**src/hw/chim_pkg.sv**
```systemverilog
// package: register map, field layout and carriers for the card irq mask unit
package chim_pkg;
  localparam int unsigned DATA_W = 32;
  localparam int unsigned ADDR_W = 8;

  // register byte offsets
  localparam logic [7:0] OFS_ENABLE_SET  = 8'h00;
  localparam logic [7:0] OFS_ENABLE_CLR  = 8'h04;
  localparam logic [7:0] OFS_MASK_VIEW   = 8'h08;
  localparam logic [7:0] OFS_STATUS_VIEW = 8'h0C;
  localparam logic [7:0] OFS_COUNTERS    = 8'h10;

  // field positions
  localparam int unsigned BIT_CMD_DONE  = 0;
  localparam int unsigned BIT_RX_RDY    = 1;
  localparam int unsigned BIT_TX_RDY    = 2;
  localparam int unsigned BIT_BLK_END   = 3;
  localparam int unsigned BIT_XFER_ACT  = 4;
  localparam int unsigned BIT_IDLE      = 5;
  localparam int unsigned BIT_RX_END    = 6;
  localparam int unsigned BIT_TX_END    = 7;
  localparam int unsigned BIT_SLOT_A    = 8;
  localparam int unsigned BIT_SLOT_B    = 9;
  localparam int unsigned BIT_RX_FULL   = 14;
  localparam int unsigned BIT_TX_EMPTY  = 15;
  localparam int unsigned BIT_RSP_IDX   = 16;
  localparam int unsigned BIT_RSP_DIR   = 17;
  localparam int unsigned BIT_RSP_CRC   = 18;
  localparam int unsigned BIT_RSP_END   = 19;
  localparam int unsigned BIT_RSP_TMO   = 20;
  localparam int unsigned BIT_DAT_CRC   = 21;
  localparam int unsigned BIT_DAT_TMO   = 22;
  localparam int unsigned BIT_OVERRUN   = 30;
  localparam int unsigned BIT_UNDERRUN  = 31;

  // implemented mask positions, others reserved
  localparam logic [31:0] MASK_IMPL     = 32'hC07F_C3FF;
  localparam logic [31:0] MASK_RESET    = 32'h0000_0000;
  localparam logic [31:0] ZERO_WORD     = 32'h0000_0000;

  typedef struct packed {
    logic              wr;
    logic              rd;
    logic [ADDR_W-1:0] addr;
    logic [DATA_W-1:0] wdata;
  } chim_req_t;

  typedef struct packed {
    logic [15:0] tx_cur;
    logic [15:0] tx_next;
    logic [15:0] rx_cur;
    logic [15:0] rx_next;
  } chim_cnt_t;

  typedef enum logic [2:0] {
    SEL_NONE   = 3'b000,
    SEL_SET    = 3'b001,
    SEL_CLR    = 3'b010,
    SEL_MASK   = 3'b011,
    SEL_STATUS = 3'b100,
    SEL_COUNT  = 3'b101
  } chim_sel_t;
endpackage : chim_pkg

```
**src/hw/chim_top.sv**
```systemverilog
// module: interrupt enable/mask unit of the card host controller
`timescale 1ns/1ps
module chim_top
  import chim_pkg::*;
(
  input  wire logic              core_clk,
  input  wire logic              rstn,
  input  wire logic [ADDR_W-1:0] reg_addr,
  input  wire logic [DATA_W-1:0] reg_wdata,
  input  wire logic              reg_wr,
  input  wire logic              reg_rd,
  output logic      [DATA_W-1:0] reg_rdata,
  input  wire logic              command_done,
  input  wire logic              receive_word_ready,
  input  wire logic              transmit_word_ready,
  input  wire logic              block_ended,
  input  wire logic              data_transfer_active,
  input  wire logic              card_idle,
  input  wire logic              receive_count_end,
  input  wire logic              transmit_count_end,
  input  wire logic              card_irq_slot_a,
  input  wire logic              card_irq_slot_b,
  input  wire logic              response_index_error,
  input  wire logic              response_direction_error,
  input  wire logic              response_crc_error,
  input  wire logic              response_endbit_error,
  input  wire logic              response_timeout_error,
  input  wire logic              data_crc_error,
  input  wire logic              data_timeout_error,
  input  wire logic              receive_overrun,
  input  wire logic              transmit_underrun,
  input  wire logic [15:0]       transmit_counter,
  input  wire logic [15:0]       transmit_next_counter,
  input  wire logic [15:0]       receive_counter,
  input  wire logic [15:0]       receive_next_counter,
  output logic [DATA_W-1:0]      status_flags,
  output logic                   irq
);
  chim_req_t   req;
  chim_cnt_t   cnt;
  chim_sel_t   sel;
  logic        transmit_buffers_empty;
  logic        receive_buffers_full;
  logic [31:0] status_w;
  logic [31:0] mask_d;
  logic [31:0] mask_q;
  logic [31:0] rdata_d;
  logic [31:0] rdata_q;

  always_comb begin
    req.wr    = reg_wr;
    req.rd    = reg_rd;
    req.addr  = reg_addr;
    req.wdata = reg_wdata;
    cnt.tx_cur  = transmit_counter;
    cnt.tx_next = transmit_next_counter;
    cnt.rx_cur  = receive_counter;
    cnt.rx_next = receive_next_counter;
  end

  chim_decode u_decode (
    .addr (req.addr),
    .sel  (sel)
  );

  chim_buf_flags #(
    .CNT_W (16)
  ) u_buf_flags (
    .tx_cur   (cnt.tx_cur),
    .tx_next  (cnt.tx_next),
    .rx_cur   (cnt.rx_cur),
    .rx_next  (cnt.rx_next),
    .tx_empty (transmit_buffers_empty),
    .rx_full  (receive_buffers_full)
  );

  // status word assembly
  always_comb begin
    status_w                = ZERO_WORD;
    status_w[BIT_CMD_DONE]  = command_done;
    status_w[BIT_RX_RDY]    = receive_word_ready;
    status_w[BIT_TX_RDY]    = transmit_word_ready;
    status_w[BIT_BLK_END]   = block_ended;
    status_w[BIT_XFER_ACT]  = data_transfer_active;
    status_w[BIT_IDLE]      = card_idle;
    status_w[BIT_RX_END]    = receive_count_end;
    status_w[BIT_TX_END]    = transmit_count_end;
    status_w[BIT_SLOT_A]    = card_irq_slot_a;
    status_w[BIT_SLOT_B]    = card_irq_slot_b;
    status_w[BIT_RX_FULL]   = receive_buffers_full;
    status_w[BIT_TX_EMPTY]  = transmit_buffers_empty;
    status_w[BIT_RSP_IDX]   = response_index_error;
    status_w[BIT_RSP_DIR]   = response_direction_error;
    status_w[BIT_RSP_CRC]   = response_crc_error;
    status_w[BIT_RSP_END]   = response_endbit_error;
    status_w[BIT_RSP_TMO]   = response_timeout_error;
    status_w[BIT_DAT_CRC]   = data_crc_error;
    status_w[BIT_DAT_TMO]   = data_timeout_error;
    status_w[BIT_OVERRUN]   = receive_overrun;
    status_w[BIT_UNDERRUN]  = transmit_underrun;
  end

  // mask set/clear
  always_comb begin
    mask_d = mask_q;
    if (req.wr && sel == SEL_SET) begin
      mask_d = mask_q | (req.wdata & MASK_IMPL);
    end else if (req.wr && sel == SEL_CLR) begin
      mask_d = mask_q & ~(req.wdata & MASK_IMPL);
    end
  end

  // read data mux, one cycle latency
  always_comb begin
    rdata_d = ZERO_WORD;
    if (req.rd) begin
      case (sel)
        SEL_MASK:   rdata_d = mask_q;
        SEL_STATUS: rdata_d = status_w;
        SEL_COUNT:  rdata_d = {cnt.tx_cur, cnt.rx_cur};
        default:    rdata_d = ZERO_WORD;
      endcase
    end
  end

  always_ff @(posedge core_clk or negedge rstn) begin
    if (!rstn) begin
      mask_q  <= MASK_RESET;
      rdata_q <= ZERO_WORD;
    end else begin
      mask_q  <= mask_d;
      rdata_q <= rdata_d;
    end
  end

  assign reg_rdata    = rdata_q;
  assign status_flags = status_w;
  assign irq          = |(status_w & mask_q);

  // checks
  a_enable_sets: assert property (@(posedge core_clk) disable iff (!rstn)
    (reg_wr && reg_addr == OFS_ENABLE_SET)
      |=> ((mask_q & ($past(reg_wdata) & MASK_IMPL))
           == ($past(reg_wdata) & MASK_IMPL)))
    else $error("enable write did not set mask bits");

  a_disable_clears: assert property (@(posedge core_clk) disable iff (!rstn)
    (reg_wr && reg_addr == OFS_ENABLE_CLR)
      |=> ((mask_q & $past(reg_wdata)) == ZERO_WORD))
    else $error("disable write did not clear mask bits");

  a_zero_no_effect: assert property (@(posedge core_clk) disable iff (!rstn)
    (reg_wr && reg_addr == OFS_ENABLE_SET)
      |=> ((mask_q & ~$past(reg_wdata)) == ($past(mask_q) & ~$past(reg_wdata))))
    else $error("enable write disturbed unwritten bits");

  a_mask_readback: assert property (@(posedge core_clk) disable iff (!rstn)
    (reg_rd && reg_addr == OFS_MASK_VIEW) |=> (reg_rdata == $past(mask_q)))
    else $error("mask read data wrong");

  a_reserved_zero: assert property (@(posedge core_clk) disable iff (!rstn)
    (mask_q & ~MASK_IMPL) == ZERO_WORD)
    else $error("reserved mask bit set");

  a_tx_empty_flag: assert property (@(posedge core_clk) disable iff (!rstn)
    status_flags[BIT_TX_EMPTY]
      == (transmit_counter == 16'h0000 && transmit_next_counter == 16'h0000))
    else $error("tx empty flag wrong");

  a_rx_full_flag: assert property (@(posedge core_clk) disable iff (!rstn)
    status_flags[BIT_RX_FULL]
      == (receive_counter == 16'h0000 && receive_next_counter == 16'h0000))
    else $error("rx full flag wrong");

  a_irq_level: assert property (@(posedge core_clk) disable iff (!rstn)
    (reg_wr && reg_addr == OFS_ENABLE_SET && reg_wdata[BIT_CMD_DONE]
     && command_done) ##1 command_done |-> irq)
    else $error("irq missing for enabled flag");

  a_error_map: assert property (@(posedge core_clk) disable iff (!rstn)
    status_flags[BIT_DAT_TMO] == data_timeout_error
    && status_flags[BIT_RSP_IDX] == response_index_error)
    else $error("error flag position wrong");
endmodule : chim_top

```
**src/hw/chim_buf_flags.sv**
```systemverilog
// module: buffer flags derived from transfer counters
`timescale 1ns/1ps
module chim_buf_flags
  import chim_pkg::*;
#(
  parameter int unsigned CNT_W = 16
) (
  input  wire logic [CNT_W-1:0] tx_cur,
  input  wire logic [CNT_W-1:0] tx_next,
  input  wire logic [CNT_W-1:0] rx_cur,
  input  wire logic [CNT_W-1:0] rx_next,
  output logic                  tx_empty,
  output logic                  rx_full
);
  initial begin
    if (CNT_W < 1) $error("chim_buf_flags: CNT_W must be positive");
  end

  function automatic logic both_zero(input logic [CNT_W-1:0] a,
                                     input logic [CNT_W-1:0] b);
    return (a == '0) && (b == '0);
  endfunction : both_zero

  always_comb begin
    tx_empty = both_zero(tx_cur, tx_next);
    rx_full  = both_zero(rx_cur, rx_next);
  end
endmodule : chim_buf_flags

```
**src/hw/chim_decode.sv**
```systemverilog
// module: register address decoder
`timescale 1ns/1ps
module chim_decode
  import chim_pkg::*;
(
  input  wire logic [ADDR_W-1:0] addr,
  output chim_sel_t              sel
);
  always_comb begin
    case (addr)
      OFS_ENABLE_SET:  sel = SEL_SET;
      OFS_ENABLE_CLR:  sel = SEL_CLR;
      OFS_MASK_VIEW:   sel = SEL_MASK;
      OFS_STATUS_VIEW: sel = SEL_STATUS;
      OFS_COUNTERS:    sel = SEL_COUNT;
      default:         sel = SEL_NONE;
    endcase
  end
endmodule : chim_decode

```
**config.mk**
```make
export PLATFORM = sky130hd
export DESIGN_NAME = chim_top
export DESIGN_NICKNAME = d
export VERILOG_FILES = /design/src/hw/chim_pkg.sv /design/src/hw/chim_top.sv /design/src/hw/chim_buf_flags.sv /design/src/hw/chim_decode.sv
export SDC_FILE = /design/constraint.sdc
export NUM_CORES = 1
export LEC_CHECK = 0
export BUFFER_PORTS_ARGS = -buffer_cell sky130_fd_sc_hd__buf_2
export CAP_MARGIN = 25
export CORE_ASPECT_RATIO = 0.75
export CORE_MARGIN = 1.5
export CORE_UTILIZATION = 37
export DETAILED_ROUTE_END_ITERATION = 16
export PLACE_DENSITY_LB_ADDON = 0.05
export RECOVER_POWER = 50
export SETUP_SLACK_MARGIN = 0.5
export SYNTH_ARGS = -nofsm -noshare
export SYNTH_HDL_FRONTEND = slang
export SYNTH_SLANG_ARGS = --single-unit
```
**constraint.sdc**
```tcl
create_clock -name core_clk -period 1.8 [get_ports core_clk]
set_clock_uncertainty 0.15 [all_clocks]
set_input_delay 0.18 -clock core_clk [delete_from_list [all_inputs] [get_ports core_clk]]
set_output_delay 0.18 -clock core_clk [all_outputs]
set_load 0.03 [all_outputs]
```
==> metrics, run 1 <==
dpl cells 550; nature of the critical path endpoint output pin; hold wc startpoint reg_wdata[30]; clk buf depth 2; antenna violations before repair 0; share of layout cells above drive strength 1 60.0%; IO Count around 190; EDFF count, synth 0; Non-Filler Instances 621; maxcap violations 0; post-synth top area cell dfrtp_1; Starting DRT DRC Count 170; WL per Instance 17.9 um; Pleak roughly 2.8 nW; Clock transition at path regs 0.10 ns; Crit path required time about 1.5 ns; total die area 8100 sq um; Clk Latency, worst-skew pair a little over 0.3 ns; Routed Wire Length 11100 um; sequential fraction of the synthesis area 47.4%; via count 3103; n_diodes 0; Worst R2R Setup Slack between 0.5 and 0.6 ns; grt total ovfl 0; status finished with violations; pre-CTS setup slack -0.238 ns; Core ar. about 7300 sq um; Slew Limit Fails 0; TritonCTS Buffers 5; synth cell count leaders dfrtp_1 (53), nand2_1 (39), buf_4 (33), a22oi_1 (23); H-Tree Depth 2; fin crit period about 2.1 ns; critical setup path kind reg2out; FF-to-FF path depth 3; flops & latches, synth 53; FMAX approximately 470 MHz; Mapped Area between 2000 and 3000 sq um; Synthesis Warnings 0; Setup Viol. Count Final 1; PD cells a little under 500 nW/um^2; Port Buffers approximately 170; initial core utilization a little under two fifths; largest net degree at the start of global routing between 50 and 60; post-synth top area share a little under half; vias per cell about 5; Top FF cell, synth dfrtp_1; Clock Sinks 53; nets approximately 650; worst hold margin about 0.0097 ns; Yosys cell types 30; row count 27; Die Wd just over 100 um; hpwl dp ~7000 um; async set or reset register ratio after synthesis between 90% and 100%; residual DRC count 0; area grow syn2layout 90.4%; worst vdd ir 347 uV; final setup margin -0.327 ns; gpl congestion a little under 0.9; Final Total Pwr between 2 and 3 mW; Highest Signal Layer met4; startpoint types flip-flop; synthesized area per cell slightly below 10 sq um; wire length on met1 roughly 4800 um; RSZ-0062 raised after global routing true; hold path depth 3; most numerous cell in the Yosys netlist dfrtp_1; Final Hold Fails 0; top cells by area, synth dfrtp_1 (47%), buf_4 (8.9%), mux2i_1 (7.5%); Fillers roughly 560; met3 wire length approximately 750 um; first-pass GRT wire length roughly 17000 um; metal2 WL 5450 um; drt first pass iters 5; Cells after Synth 284; CTS tree yes; worst-path maximum fanout 2; vias in the first global route around 3.1k; Routed Antenna Nets 0; clock root buffer master clkbuf_8; Die H between 70 and 80 um; CP arrival approximately 1.8 ns; GRT Total Usage a little over a quarter; period utilization 118%; failing checks setup timing; worst hold path type in2reg
what timing repair did:
action | in CTS | in global routing
pin swaps | 35 | 21
endpoints found under the hold margin | 89 | 4
gates cloned | 9 | 1
endpoints found under the setup margin | 56 | 56
buffers inserted | 9 | 3
hold buffers | 37 | 4
gates resized for setup | 105 | 32
critical path, stage by stage (launching register included):
cell and delay [ns]:
dfrtp_1 0.40, a22o_1 0.23, a221oi_2 0.20, nand3_1 0.13
a2111o_1 0.38, buf_6 0.15
final cells by class:
| type | count | area [sq um] | share of cell area, % |
|---|---|---|---|
| clock buffers | 6 | 82.6 | 1.55 |
| well taps | 101 | 126 | 2.37 |
| multi-input cells | 173 | 1640 | 30.7 |
| inverters | 21 | 78.8 | 1.48 |
| clock inverters | 2 | 37.5 | 0.705 |
| repair buffers | 265 | 2040 | 38.3 |
| flip-flops and latches | 53 | 1330 | 24.9 |
routing by layer:
metal	vias up	track usage, %
li1	1440	-
met1	1512	36.7
met2	141	46.0
met3	10	5.08
met4	0	5.81
met5	-	0
worst paths after layout:
path,to
max,irq
min,flip-flop
max reg2reg,reg_rdata[21]$_DFF_PN0_
min reg2reg,flip-flop
max in group asynchronous,asynchronous set/reset pin
min in group asynchronous,reg_rdata[23]$_DFF_PN0_
cell families (layout without fill, tap and decap cells):
logic type	Yosys count	count (layout)	synth area share, %
muxes	21	21	7.51
other	1	11	0.134
AOI/OAI and AO/OA	51	51	12.5
and+or+nand+nor	90	90	18.3
DFF	53	53	47.4
buffers and inverters	68	294	14.1
cells in the final DEF (no fill, tap or decap), types with 11 or more instances in the layout:
master and n:
a22oi_2 15, a21oi_2 14, and3_4 11, nand2_4 21, buf_4 31, buf_2 155
conb_1 11, buf_6 11, dfrtp_1 53, inv_1 21, nand2_1 18, dlygate4sd3_1 41
mux2i_1 20, nor4_1 11
through the flow:
step	utilization [%]	setup TNS (ns)	cell area [sq um]
3_5_place_dp	53.1	-7.41	3890
4_1_cts	69.7	-0.315	5110
6_report	72.7	-0.327	5330
5_1_grt	72.7	-0.401	5330
2_1_floorplan	-	-0.289	2890
3_3_place_gp	53.1	-6.46	3890
power breakdown:
group          total [mW]  switching, mW  internal [mW]
Combinational       0.542          0.291          0.251
Sequential           1.23         0.0221           1.21
Clock               0.873          0.420          0.453
No activity file was read; power rests on OpenSTA's default activity.
==> run 2: changes to the inputs <==
--- a/config.mk
+++ b/config.mk
@@ -5,12 +5,13 @@
 export SDC_FILE = /design/constraint.sdc
 export NUM_CORES = 1
 export LEC_CHECK = 0
-export BUFFER_PORTS_ARGS = -buffer_cell sky130_fd_sc_hd__buf_2
+export ABC_AREA = 1
 export CAP_MARGIN = 25
 export CORE_ASPECT_RATIO = 0.75
 export CORE_MARGIN = 1.5
 export CORE_UTILIZATION = 37
 export DETAILED_ROUTE_END_ITERATION = 16
+export DONT_BUFFER_PORTS = 1
 export PLACE_DENSITY_LB_ADDON = 0.05
 export RECOVER_POWER = 50
 export SETUP_SLACK_MARGIN = 0.5
==> constraint.sdc (replaced) <==
create_clock -name core_clk -period 2.7 [get_ports core_clk]
set_clock_uncertainty 0.15 [all_clocks]
set_input_delay 0.27 -clock core_clk [delete_from_list [all_inputs] [get_ports core_clk]]
set_output_delay 0.27 -clock core_clk [all_outputs]
set_load 0.03 [all_outputs]
==> run 2 against run 1 <==
  * The flow now finishes without violations
  * Wire length down 21%
  * Register-to-register slack better by 1.2 ns
  * Setup slack better by 1.0 ns
  * Combinational power down 74%
  * Sequential power down 35%
  * Clock power down 25%
  * Sequential share of layout area up 12 points
  * Via count down 15%
  * Clock-buffer cell count down 1
  * Flip-flop and latch count unchanged
  * Worst hold slack worse by 0.0047 ns
  * Highest routed layer unchanged
==> metrics, run 2 <==
status complete, no violations; Clk pwr share 41.1% (+8.2 points); Port Buffers 0 (-100%); FF-to-FF path depth 4 (+1); gpl congestion 0.803 (-8.1%); nets 584 (-9.6%); Non-Filler Instances 566 (-8.9%); maxcap violations 0 (unchanged); worst-path maximum fanout 25 (+23); IO Count 192 (unchanged); post-placement cell area 3040 sq um (-22%); worst hold margin 0.00494 ns (-0.00474 ns); CTS tree yes; grt peak-use layer met1; Clk Latency, worst-skew pair 0.29 ns (-0.02 ns); Die H 83.3 um (+6.4%); RR Endpoint reg_rdata[20]$_DFF_PN0_; post-synth top area cell dfrtp_1; EDFF count, synth 0 (unchanged); share of layout cells above drive strength 1 9.17% (-51 points); dpl cells 519 (-5.6%); row count 29 (+7.4%); multi-input combinational cell area 1400 sq um (-14%); post-route core utilization 42.3% (-30 points); FMAX 502 MHz; first-pass GRT wire length 13600 um (-18%); Fillers 907 (+61%); Starting DRT DRC Count 127 (-25%); synth cell count leaders nand2_1 (138), nand3_1 (61), nor2_1 (59), dfrtp_1 (53), buf_4 (35); area grow syn2layout 12.0%; TritonCTS Buffers 5 (unchanged); hpwl dp 6500 um (-6.8%); startpoint types input pin; switching share of power 24.8% (-2.9 points); Clock Sinks 53 (unchanged); worst setup path start reg_rd; flops & latches, synth 53 (unchanged); initial core utilization 37.8% (-0.38 points); internal power 1.19 mW (-38%); switching pwr 393 uW (-46%); final setup margin 0.709 ns (+1.04 ns); Slew Limit Fails 0 (unchanged); WL per Instance 15.5 um (-13%); most numerous cell in the Yosys netlist nand2_1; post-synth top area share 41.7% (-5.7 points); n_diodes 0 (unchanged); RSZ-0062 raised after global routing false; top cells by area, synth dfrtp_1 (42%), nand2_1 (16%), nand3_1 (9.6%); drt first pass iters 4 (-1); total die area 9170 sq um (+13%); worst hold path type in2reg; vias in the first global route 2542 (-18%); Die Wd 110 um (+6.4%); relative slew slack a little under a tenth; Final Hold Fails 0 (unchanged); grt total ovfl 0 (unchanged); residual DRC count 0 (unchanged); Crit path required time 2.77 ns (+1.30 ns); part of the power in registers 50.1% (+3.5 points); Routed Wire Length 8770 um (-21%); largest net degree at the start of global routing 54 (unchanged); period utilization between 70% and 80%; PD cells 446 nW/um^2 (-10%); Mapped Area 3180 sq um (+14%); grt met1 use 29.4% (-7.3 points); postcts setup bufs 0 (-9); vias per cell 4.67 (-6.4%); Cells after Synth 445 (+57%); M3 GR Usage 4.63% (-0.44 points); Final Total Pwr 1.59 mW (-40%); Yosys cell types 24 (-20%); CP arrival 2.06 ns (+0.26 ns); M2 GR Usage 29.2% (-17 points); synthesized area per cell 7.15 sq um (-27%); most frequent cells in the layout nand2_1 (138), nand3_1 (61), nor2_1 (59), dfrtp_1 (53), dlygate4sd3_1 (37); critical setup path kind in2reg; Core ar. 8420 sq um (+15%); async set or reset register ratio after synthesis 100% (unchanged); fin crit period 1.99 ns; sequential fraction of the synthesis area 41.7% (-5.7 points); Synthesis Warnings 0 (unchanged); most common cell after layout, fill and taps aside nand2_1; Top FF cell, synth dfrtp_1; register area 1330 sq um (unchanged); Routed Antenna Nets 0 (unchanged); pre-CTS setup slack 0.832 ns (+1.07 ns); antenna violations before repair 0 (unchanged); Setup Viol. Count Final 0 (-1); Worst R2R Setup Slack 1.68 ns (+1.17 ns); CP endpoint reg_rdata[19]$_DFF_PN0_; nature of the critical path endpoint flip-flop; GRT Total Usage 19.7% (-7.7 points); Worst Tran Pin Value roughly 1.4 ns; clock root buffer master clkbuf_16; Pleak 1.75 nW (-37%); setup tns final 0 ns (+0.327 ns); Comb power frac 8.7% (-12 points); H-Tree Depth 2 (unchanged); fin area 3560 sq um (-33%); via count 2646 (-15%); clk buf depth 2 (unchanged); Clock transition at path regs 0.08 ns (-0.02 ns); worst vdd ir 254 uV (-27%)
## run 2: cell count changes after synthesis, sizes merged, moves of 3 or more
cell,before,now
nor4,20,0
and4,4,0
nor2,2,62
nand3,3,62
o21ai,1,23
inv,21,35
a222oi,3,0
buf,41,44
and3,12,0
a21oi,19,5
nand2b,3,0
a22oi,23,0
nand2,39,153
mux2i,21,0
## run 2: how the worst min path moves through the flow
stage | cells after the start | slack, ns | to | start
after floorplan | 0 | -0.18 | asynchronous set/reset pin | rstn
after global placement | 0 | -0.17 | reg_rdata[7]$_DFF_PN0_ | rstn
after detailed placement | 0 | -0.17 | reg_rdata[7]$_DFF_PN0_ | rstn
after CTS | 2 | 0.003 | flip-flop | reg_wdata[0]
after global routing | 2 | 0.009 | flip-flop | reg_wdata[7]
final | 2 | 0.005 | flip-flop | reg_wdata[7]
## run 2: critical path, stage by stage
cell and delay [ns]:
dlygate4sd3_1 0.52, clkbuf_1 0.91, nand2_1 0.19, a21oi_1 0.16
## run 2: final cells by class
class,instances,area share (%)
inverter,35,3.83
tap,108,3.79
clock inverter,3,0.597
clock buffer,5,3.51
multi-input combinational,318,39.3
timing repair buffer,44,11.7
sequential,53,37.2
## run 2: cells by family (layout without fill, tap and decap cells)
logic type / count (synthesis) / after routing / synth area share [%]
other cells: 1 / 11 / 0.118
buf+inv: 84 / 87 / 15.4
compound gates: 28 / 28 / 4.41
simple gates: 279 / 279 / 38.4
flops: 53 / 53 / 41.7
## run 2: routing by layer
metal / share of wire [%] / vias to the layer above / wire, um
li1: - / 1369 / -
met1: 50 / 1175 / 4360
met2: 43 / 96 / 3780
met3: 6.2 / 6 / 540
met4: 0.99 / 0 / 87
met5: 0 / - / 0
## run 2: timing repair
action                                 in CTS  in global routing
endpoints found under the hold margin     104                  0
hold buffers                               38                  0
resized for setup                           0                  0
## run 2: power by group through the flow
stage | sequential, mW | combinational (mW) | clock [mW]
after detailed placement | 0.812 | 0.0734 | 0
after global placement | 0.812 | 0.0727 | 0
after floorplan | 0.812 | 0.136 | 0
after global routing | 0.796 | 0.156 | 0.706
after CTS | 0.796 | 0.144 | 0.671
final | 0.796 | 0.139 | 0.653
